[src/hdl/clk_cond_pkg.sv]
package clk_cond_pkg;

  // Register offsets on the plain register port
  localparam logic [7:0] ADDR_RESTORER_CTRL = 8'h09;
  localparam logic [7:0] ADDR_DIVIDER = 8'h0b;
  localparam logic [7:0] ADDR_STATUS = 8'h0c;
  localparam logic [7:0] ADDR_SYNC_CTRL = 8'h3a;

  // Field positions
  localparam int RESTORER_EN_BIT = 0;
  localparam int SYNC_EN_BIT = 1;
  localparam int SYNC_ONCE_BIT = 2;
  localparam int STAT_LOCKED_BIT = 0;
  localparam int STAT_INT_REF_BIT = 1;
  localparam int STAT_ARMED_BIT = 2;
  localparam int STAT_ACTIVE_BIT = 3;
  localparam int STAT_COUNT_LSB = 4;

  // Values after reset
  localparam logic [2:0] RATIO_M1_RESET = 3'h0;
  localparam logic RESTORER_EN_RESET = 1'b1;
  localparam logic SYNC_EN_RESET = 1'b0;
  localparam logic SYNC_ONCE_RESET = 1'b0;

  // Clock and timing
  localparam int CLK_PERIOD_NS = 50;
  localparam int CLK_FREQ_HZ = 20000000;
  localparam int RESTORER_MIN_HZ = 20000000;
  localparam int RELOCK_MIN_NS = 1500;
  localparam int RELOCK_MAX_NS = 5000;
  localparam int RELOCK_CYCLES = (RELOCK_MAX_NS + CLK_PERIOD_NS - 1) / CLK_PERIOD_NS;
  localparam int RELOCK_CNT_W = 12;

  // Duty restorer lock tracking
  typedef enum logic [2:0] {
    RESTORER_OFF = 3'b001,
    RESTORER_SETTLE = 3'b010,
    RESTORER_LOCKED = 3'b100
  } restorer_state_type;

endpackage

[src/hdl/sample_clock_divider_sync.sv]
`timescale 1ns/1ps
// Function
// Divide the sample clock by an integer ratio from one to eight.
// An accepted alignment pulse returns the divider to its initial state.
// Bits 1 and 2 of 0x3A pick realign on every pulse or first after write.
// The alignment pulse passes a sample-clock synchronizer before resetting the divider.
// The controller drives the alignment pulse synchronous to the input clock.
// With the restorer on, the divided clock is regenerated near 50% duty.
// Below a nominal 20 MHz no duty correction is guaranteed.
// After a rate change the system waits 1.5 to 5 us for relock.
// The reference-select comparator picks internal or external reference.
// Each new sample is taken on the rising edge of the divided clock; at ratio one DIV_CLK stays high and samples come with no rising edge.
// Ratio is held as ratio minus one; ratio one passes every input cycle.
module sample_clock_divider_sync #(
  parameter int SAMPLE_W = 10,
  parameter int CLK_FREQ_HZ = clk_cond_pkg::CLK_FREQ_HZ
) (
  // Clock and reset
  input wire logic MCLK,
  input wire logic RST_N,
  // Register port
  input wire logic [7:0] REG_ADDR,
  input wire logic [7:0] REG_WDATA,
  input wire logic REG_WR,
  input wire logic REG_RD,
  output logic [7:0] REG_RDATA,
  // Alignment and reference select
  input wire logic SYNC_IN,
  input wire logic REF_SENSE_AT_SUPPLY,
  // Sample path
  input wire logic [SAMPLE_W-1:0] SAMPLE_IN,
  output logic [SAMPLE_W-1:0] SAMPLE_OUT,
  output logic SAMPLE_STROBE,
  output logic DIV_CLK,
  // Status
  output logic INTERNAL_REF_EN,
  output logic RESTORER_LOCKED
);

  // Restorer can only be trusted at or above its minimum input rate
  localparam logic RATE_OK = (CLK_FREQ_HZ >= clk_cond_pkg::RESTORER_MIN_HZ);

  logic [2:0] ratio_m1_reg, ratio_m1_next;
  logic restorer_en_reg, restorer_en_next;
  logic sync_en_reg, sync_en_next;
  logic sync_once_reg, sync_once_next;
  logic sync_armed_reg, sync_armed_next;
  logic sync_meta_reg, sync_stage_reg, sync_prev_reg;
  logic [2:0] count_reg, count_next;
  logic strobe_reg, strobe_next;
  logic div_clk_reg, div_clk_next;
  logic [SAMPLE_W-1:0] sample_reg, sample_next;
  logic int_ref_reg, int_ref_next;
  logic [7:0] rdata_reg, rdata_next;
  clk_cond_pkg::restorer_state_type rst_state_reg, rst_state_next;
  logic [clk_cond_pkg::RELOCK_CNT_W-1:0] relock_cnt_reg, relock_cnt_next;
  logic locked_reg, locked_next;

  logic wr_restorer, wr_divider, wr_sync;
  logic sync_edge, sync_accept, restorer_active;
  logic [2:0] high_len;

  // Address decode for writes
  assign wr_restorer = REG_WR && (REG_ADDR == clk_cond_pkg::ADDR_RESTORER_CTRL);
  assign wr_divider = REG_WR && (REG_ADDR == clk_cond_pkg::ADDR_DIVIDER);
  assign wr_sync = REG_WR && (REG_ADDR == clk_cond_pkg::ADDR_SYNC_CTRL);

  // Pulse edge is seen only from the second stage onward
  assign sync_edge = sync_stage_reg && !sync_prev_reg;
  assign sync_accept = sync_edge && sync_en_reg && (!sync_once_reg || sync_armed_reg);
  assign restorer_active = restorer_en_reg && RATE_OK;

  // Control registers and one-shot arming
  always_comb begin
    ratio_m1_next = ratio_m1_reg;
    restorer_en_next = restorer_en_reg;
    sync_en_next = sync_en_reg;
    sync_once_next = sync_once_reg;
    sync_armed_next = sync_armed_reg;
    if (wr_divider) begin
      ratio_m1_next = REG_WDATA[2:0];
    end
    if (wr_restorer) begin
      restorer_en_next = REG_WDATA[clk_cond_pkg::RESTORER_EN_BIT];
    end
    if (sync_accept) begin
      sync_armed_next = 1'b0;
    end
    // A write re-arms even when a pulse is accepted in the same cycle
    if (wr_sync) begin
      sync_en_next = REG_WDATA[clk_cond_pkg::SYNC_EN_BIT];
      sync_once_next = REG_WDATA[clk_cond_pkg::SYNC_ONCE_BIT];
      sync_armed_next = 1'b1;
    end
  end

  always_ff @(posedge MCLK or negedge RST_N) begin
    if (!RST_N) begin
      ratio_m1_reg <= clk_cond_pkg::RATIO_M1_RESET;
      restorer_en_reg <= clk_cond_pkg::RESTORER_EN_RESET;
      sync_en_reg <= clk_cond_pkg::SYNC_EN_RESET;
      sync_once_reg <= clk_cond_pkg::SYNC_ONCE_RESET;
      sync_armed_reg <= 1'b0;
    end else begin
      ratio_m1_reg <= ratio_m1_next;
      restorer_en_reg <= restorer_en_next;
      sync_en_reg <= sync_en_next;
      sync_once_reg <= sync_once_next;
      sync_armed_reg <= sync_armed_next;
    end
  end

  // Two-stage synchronizer plus edge history for the alignment pulse
  always_ff @(posedge MCLK or negedge RST_N) begin
    if (!RST_N) begin
      sync_meta_reg <= 1'b0;
      sync_stage_reg <= 1'b0;
      sync_prev_reg <= 1'b0;
    end else begin
      sync_meta_reg <= SYNC_IN;
      sync_stage_reg <= sync_meta_reg;
      sync_prev_reg <= sync_stage_reg;
    end
  end

  // Divider counter, sample strobe and divided clock level
  always_comb begin
    // Odd ratios round the high phase up; without the restorer it is one cycle
    high_len = restorer_active ? 3'((4'(ratio_m1_reg) + 4'h2) >> 1) : 3'h1;
    if (sync_accept) begin
      count_next = 3'h0;
    end else if (count_reg >= ratio_m1_reg) begin
      count_next = 3'h0;
    end else begin
      count_next = count_reg + 3'h1;
    end
    strobe_next = (count_next == 3'h0);
    // Level may only rise with a sample; a mid-period restorer or ratio change
    // can shorten the high phase but never create an extra rising edge.
    // Ratio one strobes every cycle, so the level stays high.
    div_clk_next = strobe_next || (div_clk_reg && (count_next < high_len));
    sample_next = strobe_next ? SAMPLE_IN : sample_reg;
    int_ref_next = !REF_SENSE_AT_SUPPLY;
  end

  always_ff @(posedge MCLK or negedge RST_N) begin
    if (!RST_N) begin
      count_reg <= 3'h0;
      strobe_reg <= 1'b0;
      div_clk_reg <= 1'b0;
      sample_reg <= '0;
      int_ref_reg <= 1'b0;
    end else begin
      count_reg <= count_next;
      strobe_reg <= strobe_next;
      div_clk_reg <= div_clk_next;
      sample_reg <= sample_next;
      int_ref_reg <= int_ref_next;
    end
  end

  // Relock tracking: any ratio or restorer change restarts the wait
  always_comb begin
    rst_state_next = rst_state_reg;
    relock_cnt_next = relock_cnt_reg;
    unique case (rst_state_reg)
      clk_cond_pkg::RESTORER_OFF: begin
        if (restorer_active) begin
          rst_state_next = clk_cond_pkg::RESTORER_SETTLE;
          relock_cnt_next = '0;
        end
      end
      clk_cond_pkg::RESTORER_SETTLE: begin
        if (!restorer_active) begin
          rst_state_next = clk_cond_pkg::RESTORER_OFF;
        end else if (wr_divider) begin
          relock_cnt_next = '0;
        end else if (relock_cnt_reg >=
                     clk_cond_pkg::RELOCK_CNT_W'(clk_cond_pkg::RELOCK_CYCLES - 1)) begin
          rst_state_next = clk_cond_pkg::RESTORER_LOCKED;
        end else begin
          relock_cnt_next = relock_cnt_reg + clk_cond_pkg::RELOCK_CNT_W'(1);
        end
      end
      clk_cond_pkg::RESTORER_LOCKED: begin
        if (!restorer_active) begin
          rst_state_next = clk_cond_pkg::RESTORER_OFF;
        end else if (wr_divider) begin
          rst_state_next = clk_cond_pkg::RESTORER_SETTLE;
          relock_cnt_next = '0;
        end
      end
      default: begin
        rst_state_next = clk_cond_pkg::RESTORER_OFF;
      end
    endcase
    locked_next = (rst_state_next == clk_cond_pkg::RESTORER_LOCKED);
  end

  always_ff @(posedge MCLK or negedge RST_N) begin
    if (!RST_N) begin
      rst_state_reg <= clk_cond_pkg::RESTORER_OFF;
      relock_cnt_reg <= '0;
      locked_reg <= 1'b0;
    end else begin
      rst_state_reg <= rst_state_next;
      relock_cnt_reg <= relock_cnt_next;
      locked_reg <= locked_next;
    end
  end

  // Read data stands only in the cycle after the read strobe; unmapped reads zero
  always_comb begin
    rdata_next = 8'h00;
    if (REG_RD) begin
      unique case (REG_ADDR)
        clk_cond_pkg::ADDR_RESTORER_CTRL: begin
          rdata_next[clk_cond_pkg::RESTORER_EN_BIT] = restorer_en_reg;
        end
        clk_cond_pkg::ADDR_DIVIDER: begin
          rdata_next[2:0] = ratio_m1_reg;
        end
        clk_cond_pkg::ADDR_SYNC_CTRL: begin
          rdata_next[clk_cond_pkg::SYNC_EN_BIT] = sync_en_reg;
          rdata_next[clk_cond_pkg::SYNC_ONCE_BIT] = sync_once_reg;
        end
        clk_cond_pkg::ADDR_STATUS: begin
          rdata_next[clk_cond_pkg::STAT_LOCKED_BIT] = locked_reg;
          rdata_next[clk_cond_pkg::STAT_INT_REF_BIT] = int_ref_reg;
          rdata_next[clk_cond_pkg::STAT_ARMED_BIT] = sync_armed_reg;
          rdata_next[clk_cond_pkg::STAT_ACTIVE_BIT] = restorer_active;
          rdata_next[clk_cond_pkg::STAT_COUNT_LSB +: 3] = count_reg;
        end
        default: begin
          rdata_next = 8'h00;
        end
      endcase
    end
  end

  always_ff @(posedge MCLK or negedge RST_N) begin
    if (!RST_N) begin
      rdata_reg <= 8'h00;
    end else begin
      rdata_reg <= rdata_next;
    end
  end

  // Outputs straight from flip-flops
  assign REG_RDATA = rdata_reg;
  assign SAMPLE_OUT = sample_reg;
  assign SAMPLE_STROBE = strobe_reg;
  assign DIV_CLK = div_clk_reg;
  assign INTERNAL_REF_EN = int_ref_reg;
  assign RESTORER_LOCKED = locked_reg;

endmodule
[config.mk]
export PLATFORM = sky130hd
export DESIGN_NAME = sample_clock_divider_sync
export DESIGN_NICKNAME = d
export VERILOG_FILES = /design/src/hdl/clk_cond_pkg.sv /design/src/hdl/sample_clock_divider_sync.sv
export SDC_FILE = /design/constraint.sdc
export NUM_CORES = 1
export LEC_CHECK = 0
export ABC_AREA = 1
export BUFFER_PORTS_ARGS = -buffer_cell sky130_fd_sc_hd__buf_2
export CORE_ASPECT_RATIO = 0.5
export CORE_MARGIN = 1
export CORE_UTILIZATION = 40
export DETAILED_ROUTE_END_ITERATION = 16
export PLACE_DENSITY = 0.67
export SETUP_SLACK_MARGIN = 0.05
export SLEW_MARGIN = 20
export SYNTH_ARGS = -nofsm -noshare
export SYNTH_HDL_FRONTEND = slang
export SYNTH_SLANG_ARGS = --single-unit
[constraint.sdc]
create_clock -name MCLK -period 1.8 [get_ports MCLK]
set_clock_uncertainty 0.1 [all_clocks]
set_input_delay 0.09 -clock MCLK [delete_from_list [all_inputs] [get_ports MCLK]]
set_output_delay 0.09 -clock MCLK [all_outputs]
set_load 0.01 [all_outputs]
==> results of run 1 <==
[per-layer routing]
layer	share of wire (%)	vias up	track usage [%]	wire, µm
met5	0	-	0	0
met4	0.81	0	4.19	44
met3	3.1	6	3.13	167
met2	53	38	31.9	2870
met1	43	979	21.1	2360
li1	-	1057	-	-
[layout by cell type, fill, tap and decap left out, types with 4 or more instances in the layout]
cell type | synthesis | routed
buf_4 | 2 | 12
buf_2 | 2 | 47
clkbuf_16 | 0 | 6
nand2_1 | 99 | 90
ha_1 | 8 | 4
dfrtp_1 | 47 | 47
nand2_2 | 1 | 8
o21ai_0 | 9 | 9
inv_2 | 2 | 4
nor3_1 | 6 | 6
dlygate4sd3_1 | 0 | 16
nor2_2 | 2 | 4
nor2_1 | 28 | 26
inv_1 | 35 | 32
nand3_1 | 24 | 24
[worst paths after layout]
check,startpoint,to,slack (ns),cells after the start
min,REG_WDATA[2],ratio_m1_reg[2],0.001,3
max,count_reg[2],SAMPLE_OUT[2],-0.12,12
max reg2reg,count_reg[2],SAMPLE_OUT[2],-0.12,12
min reg2reg,sync_meta_reg,sync_stage_reg,0.26,0
max in group asynchronous,RST_N,REG_RDATA[1],0.84,3
min in group asynchronous,RST_N,relock_cnt_reg[0],0.34,3
[logic make-up after synthesis]
kind of cell / Yosys count
AND/OR/NAND/NOR: 170
adder cells (fa/ha/maj): 8
AO/OA/AOI/OAI: 13
flip-flops: 49
buffers and inverters: 42
XOR/XNOR: 4
other: 1
[power by group through the flow]
stage | clock network [mW] | logic (mW) | registers, mW
floorplan | 0 | 0.145 | 1.26
global placement | 0 | 0.264 | 1.25
detailed placement | 0 | 0.274 | 1.25
CTS | 1.08 | 0.313 | 1.24
global route | 1.12 | 0.386 | 1.25
finish | 1.05 | 0.342 | 1.24
[cells in the mapped netlist]
| cell type | instances | area (µm²) |
|---|---|---|
| nand2_1 | 99 | 372 |
| dfrtp_1 | 47 | 1180 |
| inv_1 | 35 | 131 |
| nor2_1 | 28 | 105 |
| nand3_1 | 24 | 120 |
| o21ai_0 | 9 | 45.0 |
| ha_1 | 8 | 100 |
| nor3_1 | 6 | 30.0 |
| xor2_1 | 3 | 26.3 |
| a21oi_1 | 2 | 10.0 |
| buf_2 | 2 | 10.0 |
| buf_4 | 2 | 15.0 |
| dfstp_2 | 2 | 52.6 |
| inv_2 | 2 | 7.51 |
| nand3_2 | 2 | 20.0 |
| nand4_1 | 2 | 12.5 |
| nor2_2 | 2 | 12.5 |
| conb_1 | 1 | 3.75 |
| inv_4 | 1 | 6.26 |
| nand2_2 | 1 | 6.26 |
| nand2_4 | 1 | 11.3 |
| nand3_4 | 1 | 17.5 |
| nand4_2 | 1 | 12.5 |
| nor2_4 | 1 | 11.3 |
| nor3b_1 | 1 | 7.51 |
| nor4_1 | 1 | 6.26 |
| o211ai_1 | 1 | 7.51 |
| o31ai_2 | 1 | 12.5 |
| xnor2_1 | 1 | 8.76 |
[layout make-up]
type	count	area, µm²	area share [%]
clock buffer	5	125	3.86
clock inverter	3	46.3	1.43
inverter	38	148	4.56
multi-input combinational	196	1060	32.8
sequential	49	1230	37.9
tap	73	91.3	2.82
timing repair buffer	77	531	16.4
timing repair inverter	1	7.51	0.232
[tightest hold or removal path, stage by stage]
cell and delay, ns:
buf_2 0.09, inv_1 0.07, o21ai_0 0.08
[per-stage QoR]
| stage | utilization (%) | hold WS, ns | TNS [ns] | instance area, µm² | setup slack, ns |
|---|---|---|---|---|---|
| 2_1_floorplan | - | -0.306 | -0.0895 | 2360 | -0.0895 |
| 3_3_place_gp | 49.2 | 0.0997 | -0.288 | 2750 | -0.109 |
| 3_5_place_dp | 49.2 | 0.101 | -0.832 | 2750 | -0.188 |
| 4_1_cts | 56.3 | 0.00613 | -0.0537 | 3140 | -0.0537 |
| 5_1_grt | 58.0 | 0.0114 | -2.05 | 3240 | -0.209 |
| 6_report | 58.0 | 0.00135 | -1.16 | 3240 | -0.120 |
[timing repair]
item | CTS | global route
pin swaps | 8 | 9
cloned | 0 | 2
endpoints found under the setup margin | 12 | 23
setup buffers | 0 | 3
hold buffers | 16 | 0
hold endpoints to repair | 69 | 0
resized for setup | 12 | 12
==> flow_summary.yaml, run 1 <==
timing:
  fin_crit_sh_pct: 107
  rsz0062_at_grt: "yes"
  hold_violations: 0
  max_freq_mhz: 521
  slew_headroom_pct: 58.9
  worst-slew-pin-transition_ns: 0.616
  setup_viol_count_final: 12
  fin_crit_ns: 1.92
  slew_viol_final: 0
  finalWorstSetupSlack_ns: -0.120
global_routing:
  grt_max_degree: 50
  grt_pass1_vias: 2020
  grt_pass1_wl_mm: 8.67
  grt.overflow.total: 0
  grt_usage_pct: 17.2
  antenna_found_initial: 0
synth:
  yosys.area_share.simple_pct: 31.6
  syn_inst: 287
  synth_mux_area_share_pct: 0
  synth.avg_cell_area_um2: 8.21
  ys_ff_latch: 49
  synthAdderAreaFrac_pct: 4.25
  synth_compound_area_share_pct: 3.18
  syn_area_um2: 2360
  synth_top_family_by_area: "simple AND/OR/NAND/NOR gates"
  syn_nets: 327
  ys_types: 29
  synth_xor_area_share_pct: 1.49
  yosysWarnings: 0
  yosysSeqAreaShare_pct: 52.1
power_and_ir_drop:
  clkPwrFrac_pct: 40.0
  intPower_mw: 2.00
  max-vdd-ir-drop_v: 0.000495
  combPwrFrac_pct: 13.0
  p_leak_nw: 1.69
  finalPower_mw: 2.64
  p_sw_share_pct: 24.3
  powerDensity_nw_per_um2: 814
  power_frac_seq_pct: 47.0
  p_sw_mw: 0.641
clocking:
  numClockSinks: 49
  tritoncts: "yes"
  cts_htree_levels: 2
  cts_root_buf: "clkbuf_16"
  clk_latency_ns: 0.28
  cts_made_buffers: 5
  clock_path_buffers: 2
  clk_pin_slew_ns: 0.07
drt:
  vias_per_cell: 4.71
  dr.pass1.iters: 4
  wl_per_cell_um: 12.3
  drc_errors: 0
  dr.first_iter.drc_count: 88
  antenna_left: 0
  vias: 2080
  totalWireLength_mm: 5.44
job:
  maxCapViolCount: 0
cells_and_area:
  antennaDiodeCount: 0
  syn2layout_area_growth_pct: 37.4
  nNetsFinal: 408
  largest_reg_flops: 12
  fin_cells: 442
  drive_gt1_share_pct: 28.5
  n_fill_cell: 468
die:
  start_util_pct: 42.2
  num_rows: 19
  die_area_um2: 6220
  core_area_um2: 5590
  fp.dieW_um: 111
  die_y_um: 56.3
  ioPinCount: 54
worst_setup_path:
  max_stage_delay_ns: 0.41
  cp-end-kind: "register"
  slowest_stage: "dfrtp_1"
  path_delay_family: "simple AND/OR/NAND/NOR gates"
  crit_buf_inv: 3
  crit_top_cell: "nor2_2"
  crit_required_ns: 1.87
  cp.arrival_ns: 1.99
  cp_max_fo: 6
  start_kind: "register"
  crit_type: "reg -> reg"
  worstPathCellList: "ha_4 -> nand2_2 -> nor2_2 -> nor2_2 -> nand2_2 -> nor2_2 -> buf_4 -> o31ai_4 -> buf_4 -> buf_12 -> nand2_1 -> nand2_1"
placed_design:
  gp_congestion: 0.832
  place_inst: 413
  port_buffers: 47
  dp_hpwl_mm: 3.41
run_status:
  status: "finished with violations"
  violations: "setup timing"
hold_path:
  hold_path_class: "in -> reg"
Note: power is estimated with default switching activity, not from simulation.
==> run 2, diff against run 1 <==
CORE_MARGIN = 2   (was 1)
GPL_ROUTABILITY_DRIVEN = 0   (was unset)
SKIP_CTS_REPAIR_TIMING = 1   (was unset)
==> run 2 against run 1 <==
Effect of this change:
- the run ends with hold timing, setup timing left
- via count hardly changed
- worst hold slack worse by 0.021 ns
- core utilization is 1.0 points higher
- count of clock-buffer cells in the layout is 1 higher
- total power is 5.1% lower
- non-clock buffer count is 2 higher
- final area is 1.8% higher
- critical path depth is 1 higher
==> flow_summary.yaml, run 2 (synthesis gave the netlist of run 1 again) <==
worst_setup_path:
  timing.rr.end: "DIV_CLK"
  max_stage_delay_ns: 0.39
  crit_required_ns: 1.93
  cp.arrival_ns: 2.08
  start_kind: "register"
  r2r_setup_slack_ns: -0.16
  crit_type: "reg -> reg"
  slowest_stage: "dfrtp_1"
  rr_worst_depth: 13
  r2r_start: "ratio_m1_reg[2]"
  cp-end-kind: "register"
  worstPathCellList: "inv_2 -> ha_4 -> nand2_2 -> nand2_2 -> nor2_4 -> nand2_4 -> nor3b_2 -> ha_1 -> nand2_1 -> inv_1 -> nand2_1 -> nand3_1 -> nand2_1"
  cp_max_fo: 3
  crit_top_cell: "nand2_1"
  crit_path_start: "ratio_m1_reg[2]"
timing:
  setup_viol_count_final: 12
  finalSetupTns_ns: -1.27
  whs_ns: -0.0198
  slew_viol_final: 0
  fin_crit_ns: 1.96
  hold_violations: 2
  rsz0062_at_grt: "yes"
  finalWorstSetupSlack_ns: -0.158
  fin_crit_sh_pct: 109
  max_freq_mhz: 511
  slew_headroom_pct: 64.7
  worst-slew-pin-transition_ns: 0.530
clocking:
  clk_pin_slew_ns: 0.06
  cts_root_buf: "clkbuf_16"
  clk_latency_ns: 0.29
  tritoncts: "yes"
  numClockSinks: 49
  clock_path_buffers: 2
  cts_htree_levels: 2
  cts_made_buffers: 5
die:
  die_y_um: 58.3
  num_rows: 19
  core_area_um2: 5590
  ioPinCount: 54
  die_area_um2: 6560
  fp.dieW_um: 113
  start_util_pct: 42.2
drt:
  wl_met1_mm: 2.35
  dr.first_iter.drc_count: 112
  totalWireLength_mm: 5.57
  antenna_left: 0
  vias: 2078
  wl_per_cell_um: 12.6
  vias_per_cell: 4.69
  wl_met2_mm: 2.88
  drc_errors: 0
  dr.pass1.iters: 4
  wl_met3_um: 219
  top_layer: "met4"
global_routing:
  grt.overflow.total: 0
  grt_pass1_vias: 1875
  grt_usage_pct: 16.0
  grt_max_degree: 28
  grt_pass1_wl_mm: 8.25
  antenna_found_initial: 0
power_and_ir_drop:
  max-vdd-ir-drop_v: 0.000447
  powerDensity_nw_per_um2: 759
  finalPower_mw: 2.50
  p_leak_nw: 1.72
cells_and_area:
  syn2layout_area_growth_pct: 39.9
  antennaDiodeCount: 0
  layout_commonest_cell: "nand2_1"
  nNetsFinal: 409
  fin_area_um2: 3300
  mostFrequentLayoutCells: "nand2_1, buf_2, dfrtp_1"
  drive_gt1_share_pct: 30.0
  largest_reg_flops: 12
hold_path:
  min-delay-start: "REG_WDATA[1]"
  hold_end: "sync_en_reg"
  whs_path_depth: 3
  hold_path_class: "in -> reg"
run_status:
  status: "finished with violations"
  violations: "hold timing, setup timing"
placed_design:
  port_buffers: 47
  place_area_um2: 2760
  dp_hpwl_mm: 3.65
job:
  maxCapViolCount: 0
-- run 2: routing by layer --
metal,up-vias,GRT usage (%)
met4,0,5.75
met2,31,28.2
met3,13,3.45
met5,-,0
li1,1055,-
met1,979,19.8
-- run 2: power breakdown --
group	total, mW	switching [mW]	internal, mW
clock network	0.897	0.387	0.511
registers	1.24	0.0471	1.19
logic	0.368	0.199	0.169
-- run 2: worst max-delay path by stage --
| stage | to | depth (start not counted) |
|---|---|---|
| 4_1_cts | DIV_CLK | 12 |
| 5_1_grt | DIV_CLK | 13 |
| 6_report | DIV_CLK | 13 |
| 3_5_place_dp | DIV_CLK | 14 |
| 2_1_floorplan | DIV_CLK | 12 |
| 3_3_place_gp | DIV_CLK | 12 |
-- run 2: per-stage QoR --
step / util, % / setup WS, ns / instances
3_5_place_dp: 49.3 / -0.214 / 412
6_report: 59.0 / -0.158 / 443
2_1_floorplan: - / -0.0895 / 287
5_1_grt: 59.0 / -0.298 / 443
4_1_cts: 51.8 / -0.262 / 420
3_3_place_gp: 49.3 / -0.107 / 412
-- run 2: area by class of cell --
type,count,area (µm²)
Multi-Input combinational cell,196,1100
Timing Repair Buffer,79,589
Clock buffer,6,129
Fill cell,473,2290
Inverter,38,150
Tap cell,73,91.3
Clock inverter,2,10.0
Sequential cell,49,1230
-- run 2: worst max-delay path: cells and delay by family (launching register included) --
family / cells / cell delay (ns)
adder cells (fa/ha/maj): 2 / 0.47
buffers and inverters: 2 / 0.10
flip-flops: 1 / 0.39
AND/OR/NAND/NOR: 9 / 0.83
